$ cat config.mk
export PLATFORM = sky130hd
export DESIGN_NAME = elc_top
export DESIGN_NICKNAME = d
export VERILOG_FILES = /design/src/elc_pkg.sv /design/src/elc_sync.sv /design/src/elc_edge.sv /design/src/elc_top.sv
export SDC_FILE = /design/constraint.sdc
export NUM_CORES = 1
export LEC_CHECK = 0
export BUFFER_PORTS_ARGS = -buffer_cell sky130_fd_sc_hd__buf_2
export CAP_MARGIN = 20
export CORE_MARGIN = 2
export CORE_UTILIZATION = 30
export DETAILED_ROUTE_END_ITERATION = 6
export GPL_ROUTABILITY_DRIVEN = 0
export HOLD_SLACK_MARGIN = 0.08
export PLACE_DENSITY_LB_ADDON = 0.05
export REMOVE_ABC_BUFFERS = 1
export SLEW_MARGIN = 5
export SYNTH_ARGS = -nofsm -noshare
export SYNTH_HDL_FRONTEND = slang
export SYNTH_SLANG_ARGS = --single-unit
$ cat constraint.sdc
create_clock -name core_clk -period 3.69 [get_ports core_clk]
set_clock_uncertainty 0.15 [all_clocks]
set_input_delay 0.369 -clock core_clk [delete_from_list [all_inputs] [get_ports core_clk]]
set_output_delay 0.369 -clock core_clk [all_outputs]
set_load 0.02 [all_outputs]
$ cat src/elc_pkg.sv
// Package for the external line event controller: register map, reset values, field masks, carrier types.
// Assumes a 32-bit register port and a single 25 MHz core clock.
package elc_pkg;
  localparam int unsigned ELC_LINES = 32;
  localparam int unsigned ELC_AW = 5;
  localparam logic [4:0] ELC_OFS_IMASK = 5'h00;
  localparam logic [4:0] ELC_OFS_EMASK = 5'h04;
  localparam logic [4:0] ELC_OFS_RISE = 5'h08;
  localparam logic [4:0] ELC_OFS_FALL = 5'h0c;
  localparam logic [4:0] ELC_OFS_SWTRIG = 5'h10;
  localparam logic [4:0] ELC_OFS_PEND = 5'h14;
  localparam logic [4:0] ELC_OFS_IRQ_STAT = 5'h18;
  localparam logic [4:0] ELC_OFS_IRQ_MASK = 5'h1c;
  localparam logic [31:0] ELC_RST_IMASK = 32'h7f840000;
  localparam logic [31:0] ELC_RST_EMASK = 32'h00000000;
  localparam logic [31:0] ELC_RST_RISE = 32'h00000000;
  localparam logic [31:0] ELC_RST_FALL = 32'h00000000;
  localparam logic [31:0] ELC_RST_SWTRIG = 32'h00000000;
  localparam logic [31:0] ELC_RST_PEND = 32'h00000000;
  localparam logic [31:0] ELC_RST_STAT = 32'h00000000;
  // Lines 17:0, 22:19 and 31 exist; 18 and 30:23 are reserved
  localparam logic [31:0] ELC_IMPL_MASK = 32'h807bffff;
  // Status bit positions of the block's own summary interrupt
  localparam int unsigned ELC_ST_PEND = 0;
  localparam int unsigned ELC_ST_EVT = 1;
  localparam int unsigned ELC_ST_W = 2;

  typedef struct packed {
    logic wr;
    logic rd;
    logic [4:0] addr;
    logic [31:0] wdata;
  } elc_bus_req_t;

  typedef struct packed {
    logic [31:0] irq;
    logic [31:0] evt;
  } elc_out_t;
endpackage

$ cat src/elc_sync.sv
// Two-flop synchroniser for the line inputs.
// Assumes inputs are already glitch free at their source.
`timescale 1ns/1ps
`default_nettype none
module elc_sync #(
  parameter int unsigned W = 32
) (
  input wire logic core_clk, // Core clock
  input wire logic rstn, // Async reset, low
  input wire logic [W-1:0] din, // Raw lines
  output logic [W-1:0] dout // Synchronised lines
);
  logic [W-1:0] meta;
  always_ff @(posedge core_clk or negedge rstn) begin
    if (!rstn) begin
      meta <= '0;
      dout <= '0;
    end else begin
      meta <= din;
      dout <= meta;
    end
  end
endmodule
`default_nettype wire

$ cat src/elc_edge.sv
// Edge detector over synchronised lines, one trigger per qualifying transition.
// Assumes its input comes from the synchroniser.
`timescale 1ns/1ps
`default_nettype none
module elc_edge #(
  parameter int unsigned W = 32
) (
  input wire logic core_clk, // Core clock
  input wire logic rstn, // Async reset, low
  input wire logic [W-1:0] din, // Synchronised lines
  output logic [W-1:0] rise, // Rising seen, comb
  output logic [W-1:0] fall // Falling seen, comb
);
  logic [W-1:0] prev;
  always_ff @(posedge core_clk or negedge rstn) begin
    if (!rstn) begin
      prev <= '0;
    end else begin
      prev <= din;
    end
  end
  assign rise = din & ~prev;
  assign fall = ~din & prev;
endmodule
`default_nettype wire

$ cat src/elc_top.sv
// External line event controller: 23 of 32 lines implemented, edge triggers, masks, software trigger, pending flags.
// Assumes a plain register port, read data one cycle after the strobe, one 25 MHz clock.
//
// The strobed register port was chosen for this implementation.
`timescale 1ns/1ps
`default_nettype none
module elc_top
  import elc_pkg::*;
#(
  parameter int unsigned LINES = 32
) (
  input wire logic core_clk, // 25 MHz core clock
  input wire logic rstn, // Async reset, low
  input wire logic [LINES-1:0] line_in, // External lines
  input wire elc_pkg::elc_bus_req_t bus_req, // Register request
  output logic [31:0] rdata, // Read data, cycle after read
  output elc_pkg::elc_out_t line_out, // Per-line irq and event pulses
  output logic irq // Summary interrupt level
);
  import elc_pkg::*;

  ////////////////////////////////////////////////////////////////////////////
  logic [LINES-1:0] line_sync;
  logic [LINES-1:0] rise_seen;
  logic [LINES-1:0] fall_seen;
  logic [31:0] line_irq_open;
  logic [31:0] line_evt_open;
  logic [31:0] rise_detect_on;
  logic [31:0] fall_detect_on;
  logic [31:0] soft_line_trigger;
  logic [31:0] line_pending_flag;
  logic [ELC_ST_W-1:0] irq_stat;
  logic [ELC_ST_W-1:0] irq_mask;
  logic [31:0] hw_trig;
  logic [31:0] hw_pend;
  logic [31:0] sw_set;
  logic [31:0] pend_clr;
  logic [31:0] polarity_chg;
  logic [31:0] wd;
  logic edge_wr;
  logic wr_imask, wr_emask, wr_rise, wr_fall, wr_sw, wr_pend, wr_stat, wr_smask;

  elc_sync #(.W(LINES)) u_sync (
    .core_clk(core_clk),
    .rstn(rstn),
    .din(line_in),
    .dout(line_sync)
  );

  elc_edge #(.W(LINES)) u_edge (
    .core_clk(core_clk),
    .rstn(rstn),
    .din(line_sync),
    .rise(rise_seen),
    .fall(fall_seen)
  );

  ////////////////////////////////////////////////////////////////////////////
  // Write decode
  assign wd = bus_req.wdata;
  assign wr_imask = bus_req.wr && (bus_req.addr == ELC_OFS_IMASK);
  assign wr_emask = bus_req.wr && (bus_req.addr == ELC_OFS_EMASK);
  assign wr_rise = bus_req.wr && (bus_req.addr == ELC_OFS_RISE);
  assign wr_fall = bus_req.wr && (bus_req.addr == ELC_OFS_FALL);
  assign wr_sw = bus_req.wr && (bus_req.addr == ELC_OFS_SWTRIG);
  assign wr_pend = bus_req.wr && (bus_req.addr == ELC_OFS_PEND);
  assign wr_stat = bus_req.wr && (bus_req.addr == ELC_OFS_IRQ_STAT);
  assign wr_smask = bus_req.wr && (bus_req.addr == ELC_OFS_IRQ_MASK);
  assign edge_wr = wr_rise || wr_fall;

  // no trigger while edge select written
  assign hw_trig = edge_wr ? 32'h00000000 :
    (((rise_seen & rise_detect_on) | (fall_seen & fall_detect_on)) & ELC_IMPL_MASK);

  // event-only line stays unpending on an edge; a soft trigger still pends it
  // A line open for events but masked for interrupts only wakes the core
  assign hw_pend = hw_trig & ~(line_evt_open & ~line_irq_open);

  // set only where bit was zero
  assign sw_set = wr_sw ? (wd & ~soft_line_trigger & ELC_IMPL_MASK) : 32'h00000000;

  assign polarity_chg = (wr_rise ? (wd ^ rise_detect_on) : 32'h00000000) |
    (wr_fall ? (wd ^ fall_detect_on) : 32'h00000000);
  assign pend_clr = ((wr_pend ? wd : 32'h00000000) | polarity_chg) & ELC_IMPL_MASK;

  ////////////////////////////////////////////////////////////////////////////
  // interrupt mask register
  always_ff @(posedge core_clk or negedge rstn) begin
    if (!rstn) begin
      line_irq_open <= ELC_RST_IMASK;
    end else if (wr_imask) begin
      line_irq_open <= wd;
    end
  end

  always_ff @(posedge core_clk or negedge rstn) begin
    if (!rstn) begin
      line_evt_open <= ELC_RST_EMASK;
    end else if (wr_emask) begin
      line_evt_open <= wd;
    end
  end

  always_ff @(posedge core_clk or negedge rstn) begin
    if (!rstn) begin
      rise_detect_on <= ELC_RST_RISE;
    end else if (wr_rise) begin
      rise_detect_on <= wd & ELC_IMPL_MASK;
    end
  end

  always_ff @(posedge core_clk or negedge rstn) begin
    if (!rstn) begin
      fall_detect_on <= ELC_RST_FALL;
    end else if (wr_fall) begin
      fall_detect_on <= wd & ELC_IMPL_MASK;
    end
  end

  always_ff @(posedge core_clk or negedge rstn) begin
    if (!rstn) begin
      soft_line_trigger <= ELC_RST_SWTRIG;
    end else begin
      soft_line_trigger <= (soft_line_trigger & ~((wr_pend ? wd : 32'h00000000) & ELC_IMPL_MASK)) | sw_set;
    end
  end

  // set by trigger, set wins clear
  always_ff @(posedge core_clk or negedge rstn) begin
    if (!rstn) begin
      line_pending_flag <= ELC_RST_PEND;
    end else begin
      line_pending_flag <= (line_pending_flag & ~pend_clr) | hw_pend | sw_set;
    end
  end

  ////////////////////////////////////////////////////////////////////////////
  // irq is pending AND mask
  always_ff @(posedge core_clk or negedge rstn) begin
    if (!rstn) begin
      line_out <= '0;
    end else begin
      line_out.irq <= ((line_pending_flag & ~pend_clr) | hw_pend | sw_set) & line_irq_open;
      line_out.evt <= (hw_trig | sw_set) & line_evt_open;
    end
  end

  // Summary status: any new pending bit on an irq-open line, any event pulse
  always_ff @(posedge core_clk or negedge rstn) begin
    if (!rstn) begin
      irq_stat <= ELC_RST_STAT[ELC_ST_W-1:0];
    end else begin
      irq_stat[ELC_ST_PEND] <= (|((hw_trig | sw_set) & line_irq_open)) ||
        (irq_stat[ELC_ST_PEND] && !(wr_stat && wd[ELC_ST_PEND]));
      irq_stat[ELC_ST_EVT] <= (|((hw_trig | sw_set) & line_evt_open)) ||
        (irq_stat[ELC_ST_EVT] && !(wr_stat && wd[ELC_ST_EVT]));
    end
  end

  always_ff @(posedge core_clk or negedge rstn) begin
    if (!rstn) begin
      irq_mask <= ELC_RST_STAT[ELC_ST_W-1:0];
    end else if (wr_smask) begin
      irq_mask <= wd[ELC_ST_W-1:0];
    end
  end

  // One cycle behind the status bits, registered output
  always_ff @(posedge core_clk or negedge rstn) begin
    if (!rstn) begin
      irq <= 1'b0;
    end else begin
      irq <= |(irq_stat & irq_mask);
    end
  end

  ////////////////////////////////////////////////////////////////////////////
  // Read port; unmapped addresses read zero
  always_ff @(posedge core_clk or negedge rstn) begin
    if (!rstn) begin
      rdata <= 32'h00000000;
    end else if (bus_req.rd) begin
      unique case (bus_req.addr)
        ELC_OFS_IMASK: rdata <= line_irq_open;
        ELC_OFS_EMASK: rdata <= line_evt_open;
        ELC_OFS_RISE: rdata <= rise_detect_on;
        ELC_OFS_FALL: rdata <= fall_detect_on;
        ELC_OFS_SWTRIG: rdata <= soft_line_trigger;
        ELC_OFS_PEND: rdata <= line_pending_flag;
        ELC_OFS_IRQ_STAT: rdata <= {{(32-ELC_ST_W){1'b0}}, irq_stat};
        ELC_OFS_IRQ_MASK: rdata <= {{(32-ELC_ST_W){1'b0}}, irq_mask};
        default: rdata <= 32'h00000000;
      endcase
    end else begin
      rdata <= 32'h00000000;
    end
  end
endmodule
`default_nettype wire

==> summary.txt, run 1 <==
Status
  • Status: finished, final reports clean

STA
  • Max_slew headroom: a little under half
  • Unrepaired setup endpoints after global routing: no
  • Hold Violations, Final: 0
  • Setup TNS: 0 ns
  • Final Max Slew Viols: 0
  • F_max: about 340 MHz
  • Setup ws final: between 0.7 and 0.8 ns
  • Post-route minimum period: 2.92 ns
  • Slew of the pin with the lowest slew margin: 0.795 ns
  • # setup viols final: 0
  • Crit share post-route: 79.0%

Logic synthesis
  • Yosys reg bits: 308
  • Yosys top cell by area: dfrtp_1
  • Number of enable flip-flop cells after synthesis: 0
  • Area contributors post-synth: dfrtp_1 (59%), o21ai_0 (5.9%), a22oi_1 (5.8%)
  • Sequential area share after synthesis: ~61%
  • Syn avg cell area: 11.2 µm²
  • Yosys warning count: 0
  • Most common flop cell mapped by yosys: dfrtp_1
  • Yosys top cell area share: 58.8%
  • Unique masters post-synth: 55
  • Synthesized cell area: 12700 µm²
  • Asr flop ratio synth: 100%
  • Synth Instances: 1136

Final layout
  • Layout Utilization: 38.2%
  • NumNets Final: 1418
  • Ratio of cells with drive above 1 in the final layout: 21.7%
  • Final instance area: 16000 µm²
  • Most frequent cells in the layout: dfrtp_1 (299), o21ai_0 (151), buf_2 (141)
  • Area grow syn2layout: 25.9%
  • Most common cell after layout, fill and taps aside: dfrtp_1
  • Antenna cells: 0
  • Fillers: 4113

Drt
  • Vias/cell: around 5.1
  • Avg WL per Cell: 22.2 µm
  • DR iter-0 viols: around 670
  • Wirelength, routed: 42400 µm
  • DR pass1 iterations: 5
  • Drc violations: 0
  • Antenna viol nets, final: 0
  • Vias: about 10000

Worst setup path
  • Reg2Reg Depth: 6
  • Critical Path Fanout Max: 15
  • R2r endpoint: irq_stat[1]
  • Kind of critical path: primary input to register
  • Worst path arrival time: 3.25 ns
  • Reg-to-reg critical path startpoint: rise_detect_on[12]
  • Worst Path Required: 4.03 ns
  • CP Capture Type: register
  • Startpoint class of the critical path: primary input
  • R2R setup slack: 1.57 ns

CTS
  • Post-cts sizing count: 0
  • CTS H-tree lvls: 2
  • Clk buf depth: 3
  • Worst skew pair latency: ~0.55 ns
  • Root Driver: clkbuf_16
  • CTS tree: yes
  • CTS clk-pin slew, worst paths: around 0.060 ns
  • Clk sinks: a little over 300
  • CTS buffer count: 38

Die
  • Die Y-Extent: about 210 µm
  • Core Region: 41900 µm²
  • DIE WIDTH: 210 µm
  • Rows: 75
  • Top-level I/O count: 170
  • Full die area: 44100 µm²
  • Initial core utilization: 30.4%

Place
  • Final HPWL DP: 26600 µm
  • Pre-CTS WS: between 0.7 and 0.8 ns
  • PortBufs: 142
  • DP Area: 14200 µm²

Worst hold path
  • Hold path endpoint: fall_detect_on[20]
  • Hold_sp: bus_req[20]
  • Cell depth of the worst hold path: 3
  • Min-Delay Path Class: primary input to register

Global routing
  • Initial antenna violation count: 0
  • GR Util All Layers: 19.4%
  • First-pass GRT wire length: 64000 µm
  • Vias in the first global route: between 10000 and 15000
  • Largest net degree at the start of global routing: a little over 90
  • Grt ovf: 0

Pwr
  • Pwr/cell area: 569 nW/µm²
  • Worst vdd ir: ~0.24 mV
  • Static leakage: 7.29 nW

Flow run
  • Maximum Capacitance Violations: 0
-- metal layers --
metal | wire length, µm | up-vias | track usage, %
li1 | - | 4548 | -
met1 | 19800 | 4946 | 27.3
met2 | 19500 | 272 | 30.7
met3 | 2040 | 75 | 2.88
met4 | 1050 | 0 | 6.51
met5 | 0 | - | 0
-- power by group --
part | internal [mW] | switching (mW) | total [mW]
Clock | 2.41 | 1.48 | 3.89
Combinational | 0.433 | 0.581 | 1.01
Sequential | 3.84 | 0.378 | 4.22
Total | 6.69 | 2.44 | 9.12
-- worst max-delay path by stage --
stage	startpoint	end	slack [ns]	depth (start not counted)
after global routing	bus_req[38]	irq_stat[1]	0.61	11
after CTS	bus_req[38]	irq_stat[1]	0.79	10
final	bus_req[38]	irq_stat[1]	0.77	11
after floorplan	bus_req[33]	line_out[53]	-0.05	6
after global placement	bus_req[34]	irq_stat[1]	0.74	9
after detailed placement	bus_req[34]	irq_stat[1]	0.73	9
-- synth_stat cells, types with 2 or more instances --
cell type / count
buf_2: 12
o21bai_1: 2
a22oi_1: 99
nor3_1: 4
o221ai_1: 12
nand3_1: 4
a41oi_1: 2
dfstp_2: 9
o2111ai_1: 4
a21oi_1: 6
inv_1: 40
o22a_1: 8
and2_1: 25
nand3b_1: 41
nand4_1: 2
nand2_1: 114
nor4b_2: 2
a31oi_1: 28
a221oi_1: 9
nor4_2: 3
dfrtp_1: 299
o21a_1: 11
o22ai_1: 9
nor3_2: 2
and3_1: 3
or3b_1: 2
nor3b_1: 5
nor2_1: 26
nand2b_1: 36
a21boi_0: 2
a221o_1: 25
clkbuf_1: 47
o21ai_0: 151
mux2_2: 22
a21o_1: 2
buf_4: 21
buf_6: 2
nor4_1: 22
nor2b_1: 6
or2_2: 2
-- worst max-delay path, cell delays in order --
cell and delay (ns):
dlygate4sd3_1 0.52, buf_2 0.23, or3b_1 0.68, buf_12 0.29
nor4_1 0.36, a21oi_1 0.13, buf_4 0.18, o21bai_1 0.21
nor4_1 0.08, buf_4 0.14, nand4_1 0.06
-- stage by stage --
stage | power (mW) | instances | hold WS (ns)
2_1_floorplan | 4.75 | 1069 | -0.0766
3_3_place_gp | 5.23 | 1793 | 0.182
3_5_place_dp | 5.25 | 1793 | 0.185
4_1_cts | 9.27 | 1911 | 0.0814
5_1_grt | 9.58 | 1911 | 0.111
6_report | 9.12 | 1911 | 0.104
-- flip-flops by register name, indices dropped and copies added (netlist names) --
signal and count:
line_out 46, line_evt_open 32, line_irq_open 32, rdata 32, fall_detect_on 23, line_pending_flag 23
rise_detect_on 23, soft_line_trigger 23, u_edge.prev 23, u_sync.dout 23, u_sync.meta 23, irq_mask 2
irq_stat 2, irq 1
-- logic make-up (layout without fill, tap and decap cells) --
family / count (synthesis) / in the layout / share of synthesized area, %
flops: 308 / 308 / 60.6
simple gates: 303 / 303 / 13.1
other cells: 1 / 18 / 0.0294
mux: 22 / 22 / 1.95
xor+xnor: 1 / 1 / 0.0688
buf+inv: 124 / 343 / 4.52
compound gates: 377 / 377 / 19.7
-- cell type report --
class / instances / area [µm²] / share of cell area (%)
multi-input combinational: 721 / 4540 / 28.3
sequential: 308 / 7720 / 48.1
clock buffer: 54 / 1130 / 7.08
inverter: 40 / 150 / 0.936
tap: 539 / 674 / 4.21
clock inverter: 13 / 168 / 1.05
timing repair buffer: 236 / 1650 / 10.3
-- what timing repair did --
| item | CTS | global route |
|---|---|---|
| buffers inserted | 0 | 0 |
| hold endpoints to repair | 190 | 0 |
| hold buffers | 51 | 0 |
Power figures use the tool's default switching activity.
==> run 2, diff against run 1 <==
Settings changed: ABC_AREA set to 1.
Clock period 3.69 ns to 2.91 ns, I/O delays scaled along.
==> run 2 against run 1 <==
Net effect: power is 29% higher; combinational power is 64% higher; critical path depth is 1 lower; sequential cell count stayed put; core utilization is 0.19 points higher; worst hold slack better by 0.0013 ns; die area is 3.6% higher; critical endpoint is now line_out[49]; clock-buffer cell count stayed put.
==> summary.txt, run 2 <==
Global routing
  • Largest net degree at the start of global routing: 70
  • Grt ovf: 0
  • Vias in the first global route: 10720
  • Initial antenna violation count: 1
  • First-pass GRT wire length: 63500 µm
  • GR Util All Layers: 18.5%

CTS
  • CTS buffer count: 37
  • CTS H-tree lvls: 2
  • CTS clk-pin slew, worst paths: around 0.060 ns
  • CTS tree: yes
  • Root Driver: clkbuf_16
  • Post-cts sizing count: 0
  • Worst skew pair latency: approximately 0.54 ns
  • Clk sinks: 308
  • # Post-CTS Setup Buffers: 0
  • Clk buf depth: 3

Logic synthesis
  • Yosys top cell area share: 56.7%
  • Most common cell in the netlist: nand2_1
  • Unique masters post-synth: 32
  • Syn avg cell area: 8.78 µm²
  • Yosys reg bits: 308
  • Synth Instances: 1505
  • Asr flop ratio synth: 100%
  • Number of enable flip-flop cells after synthesis: 0
  • Post-synth top cells: nand2_1 (421), dfrtp_1 (299), o21ai_0 (173), inv_1 (162), nor2_1 (96)
  • Most common flop cell mapped by yosys: dfrtp_1
  • Synthesized cell area: around 13000 µm²
  • Sequential area share after synthesis: around three fifths
  • Yosys warning count: 0
  • Area contributors post-synth: dfrtp_1 (57%), nand2_1 (12%), o21ai_0 (6.6%)
  • Yosys top cell by area: dfrtp_1

Worst setup path
  • Startpoint class of the critical path: primary input
  • CP Capture Type: register
  • Worst path max stage delay: 0.52 ns
  • Worst path arrival time: 2.56 ns
  • CP Cell Sequence: dlygate4sd3_1 > buf_2 > inv_2 > nand4_2 > buf_12 > inv_1 > buf_4 > o21ai_0 > o2111ai_1 > a21oi_1
  • Kind of critical path: primary input to register
  • Critical Path Fanout Max: 68
  • Worst Path Required: 3.20 ns
  • Critical path's slowest cell: dlygate4sd3_1

Status
  • Status: finished, final reports clean

STA
  • Slew of the pin with the lowest slew margin: 0.605 ns
  • # setup viols final: 0
  • Post-route minimum period: roughly 2.3 ns
  • Crit share post-route: 78.1%
  • F_max: 440 MHz
  • Max_slew headroom: 59.7%
  • Unrepaired setup endpoints after global routing: no
  • Final Max Slew Viols: 0
  • Hold WS: 0.106 ns
  • Setup TNS: 0 ns
  • Setup ws final: 0.638 ns
  • Hold Violations, Final: 0

Pwr
  • Static leakage: 8.33 nW
  • Worst vdd ir: 0.381 mV
  • Pwr/cell area: 708 nW/µm²

Drt
  • Wirelength, routed: approximately 41000 µm
  • Vias: 10738
  • Avg WL per Cell: 17.5 µm
  • DR pass1 iterations: 5
  • Drc violations: 0
  • DR iter-0 viols: between 700 and 800
  • Antenna viol nets, final: 0
  • Vias/cell: 4.58

Final layout
  • NumNets Final: 1802
  • Most common cell after layout, fill and taps aside: nand2_1
  • Largest register by flop count: line_out
  • Fillers: 4467
  • Max reg flops: 46
  • Area grow syn2layout: 25.9%
  • Ratio of cells with drive above 1 in the final layout: 15.4%
  • Most frequent cells in the layout: nand2_1 (419), dfrtp_1 (299), o21ai_0 (173)

Die
  • Top-level I/O count: 170
  • Core Region: 43300 µm²
  • DIE WIDTH: 214 µm
  • Full die area: 45700 µm²
  • Rows: 76
  • Initial core utilization: 30.5%
  • Die Y-Extent: 214 µm

Worst hold path
  • Min-Delay Path Class: primary input to asynchronous set/reset pin

Place
  • Pre-CTS WS: 0.642 ns
  • PortBufs: around 140
  • Final HPWL DP: 26900 µm

Flow run
  • Maximum Capacitance Violations: 0
==> run 2: kinds of logic after synthesis <==
kind of cell / Yosys count / share of synthesized area [%]
flops: 308 / 58.4
simple gates: 628 / 19.8
compound gates: 312 / 12.8
buf+inv: 234 / 7.52
other cells: 1 / 0.0284
xor+xnor: 22 / 1.46
==> run 2: metal layers <==
metal  global-route usage, %  vias up  part of all wire, %
met1                    26.5     5140                   48
met5                       0        -                    0
met2                    28.8      261                   45
met3                    3.03       56                  5.1
li1                        -     5281                    -
met4                    5.20        0                  2.0
==> run 2: repair_timing <==
item / CTS / global route
hold endpoints to repair: 500 / 0
hold buffers: 59 / 0
endpoints found under the setup margin: 0 / 0
==> run 2: critical path, delay by kind of cell <==
kind / cells / cell delay (ns)
buffers and inverters: 6 / 1.55
AOI/OAI and AO/OA: 3 / 0.52
and+or+nand+nor: 1 / 0.14
==> run 2: layout make-up <==
class / instances / area, µm² / share of cell area, %
flip-flops and latches: 308 / 7720 / 46.4
diodes: 1 / 2.50 / 0.0151
multi-input cells: 980 / 4570 / 27.5
repair buffers: 239 / 1730 / 10.4
clock inverters: 13 / 151 / 0.911
clock buffers: 54 / 1100 / 6.63
inverters: 163 / 612 / 3.68
well taps: 585 / 732 / 4.40
==> run 2: report_power, final <==
group / switching, mW / internal [mW]
clock network: 1.84 / 2.90
registers: 0.450 / 4.93
logic: 1.03 / 0.629
total: 3.32 / 8.46
==> run 2: worst paths after layout <==
| path | cells past startpoint | slack [ns] | startpoint | to |
|---|---|---|---|---|
| max in group asynchronous | 3 | 1.71 | rstn | line_out[6] |
| min in group core_clk | 6 | 0.13 | bus_req[32] | soft_line_trigger[31] |
| min reg2reg | 0 | 0.20 | u_sync.meta[15] | u_sync.dout[15] |
| max | 10 | 0.64 | bus_req[36] | line_out[49] |
| min | 2 | 0.11 | rstn | rdata[21] |
| max reg2reg | 9 | 1.27 | fall_detect_on[22] | irq_stat[1] |
==> run 2: per-stage QoR <==
stage                     util [%]  total power, mW  instance area, µm²  std cells
final                         38.4             11.8               16600       2343
after CTS                     38.4             12.0               16600       2342
after detailed placement      34.1             7.06               14800       2216
after floorplan                  -             6.38               12900       1451
after global routing          38.4             12.5               16600       2343
after global placement        34.1             7.06               14800       2216
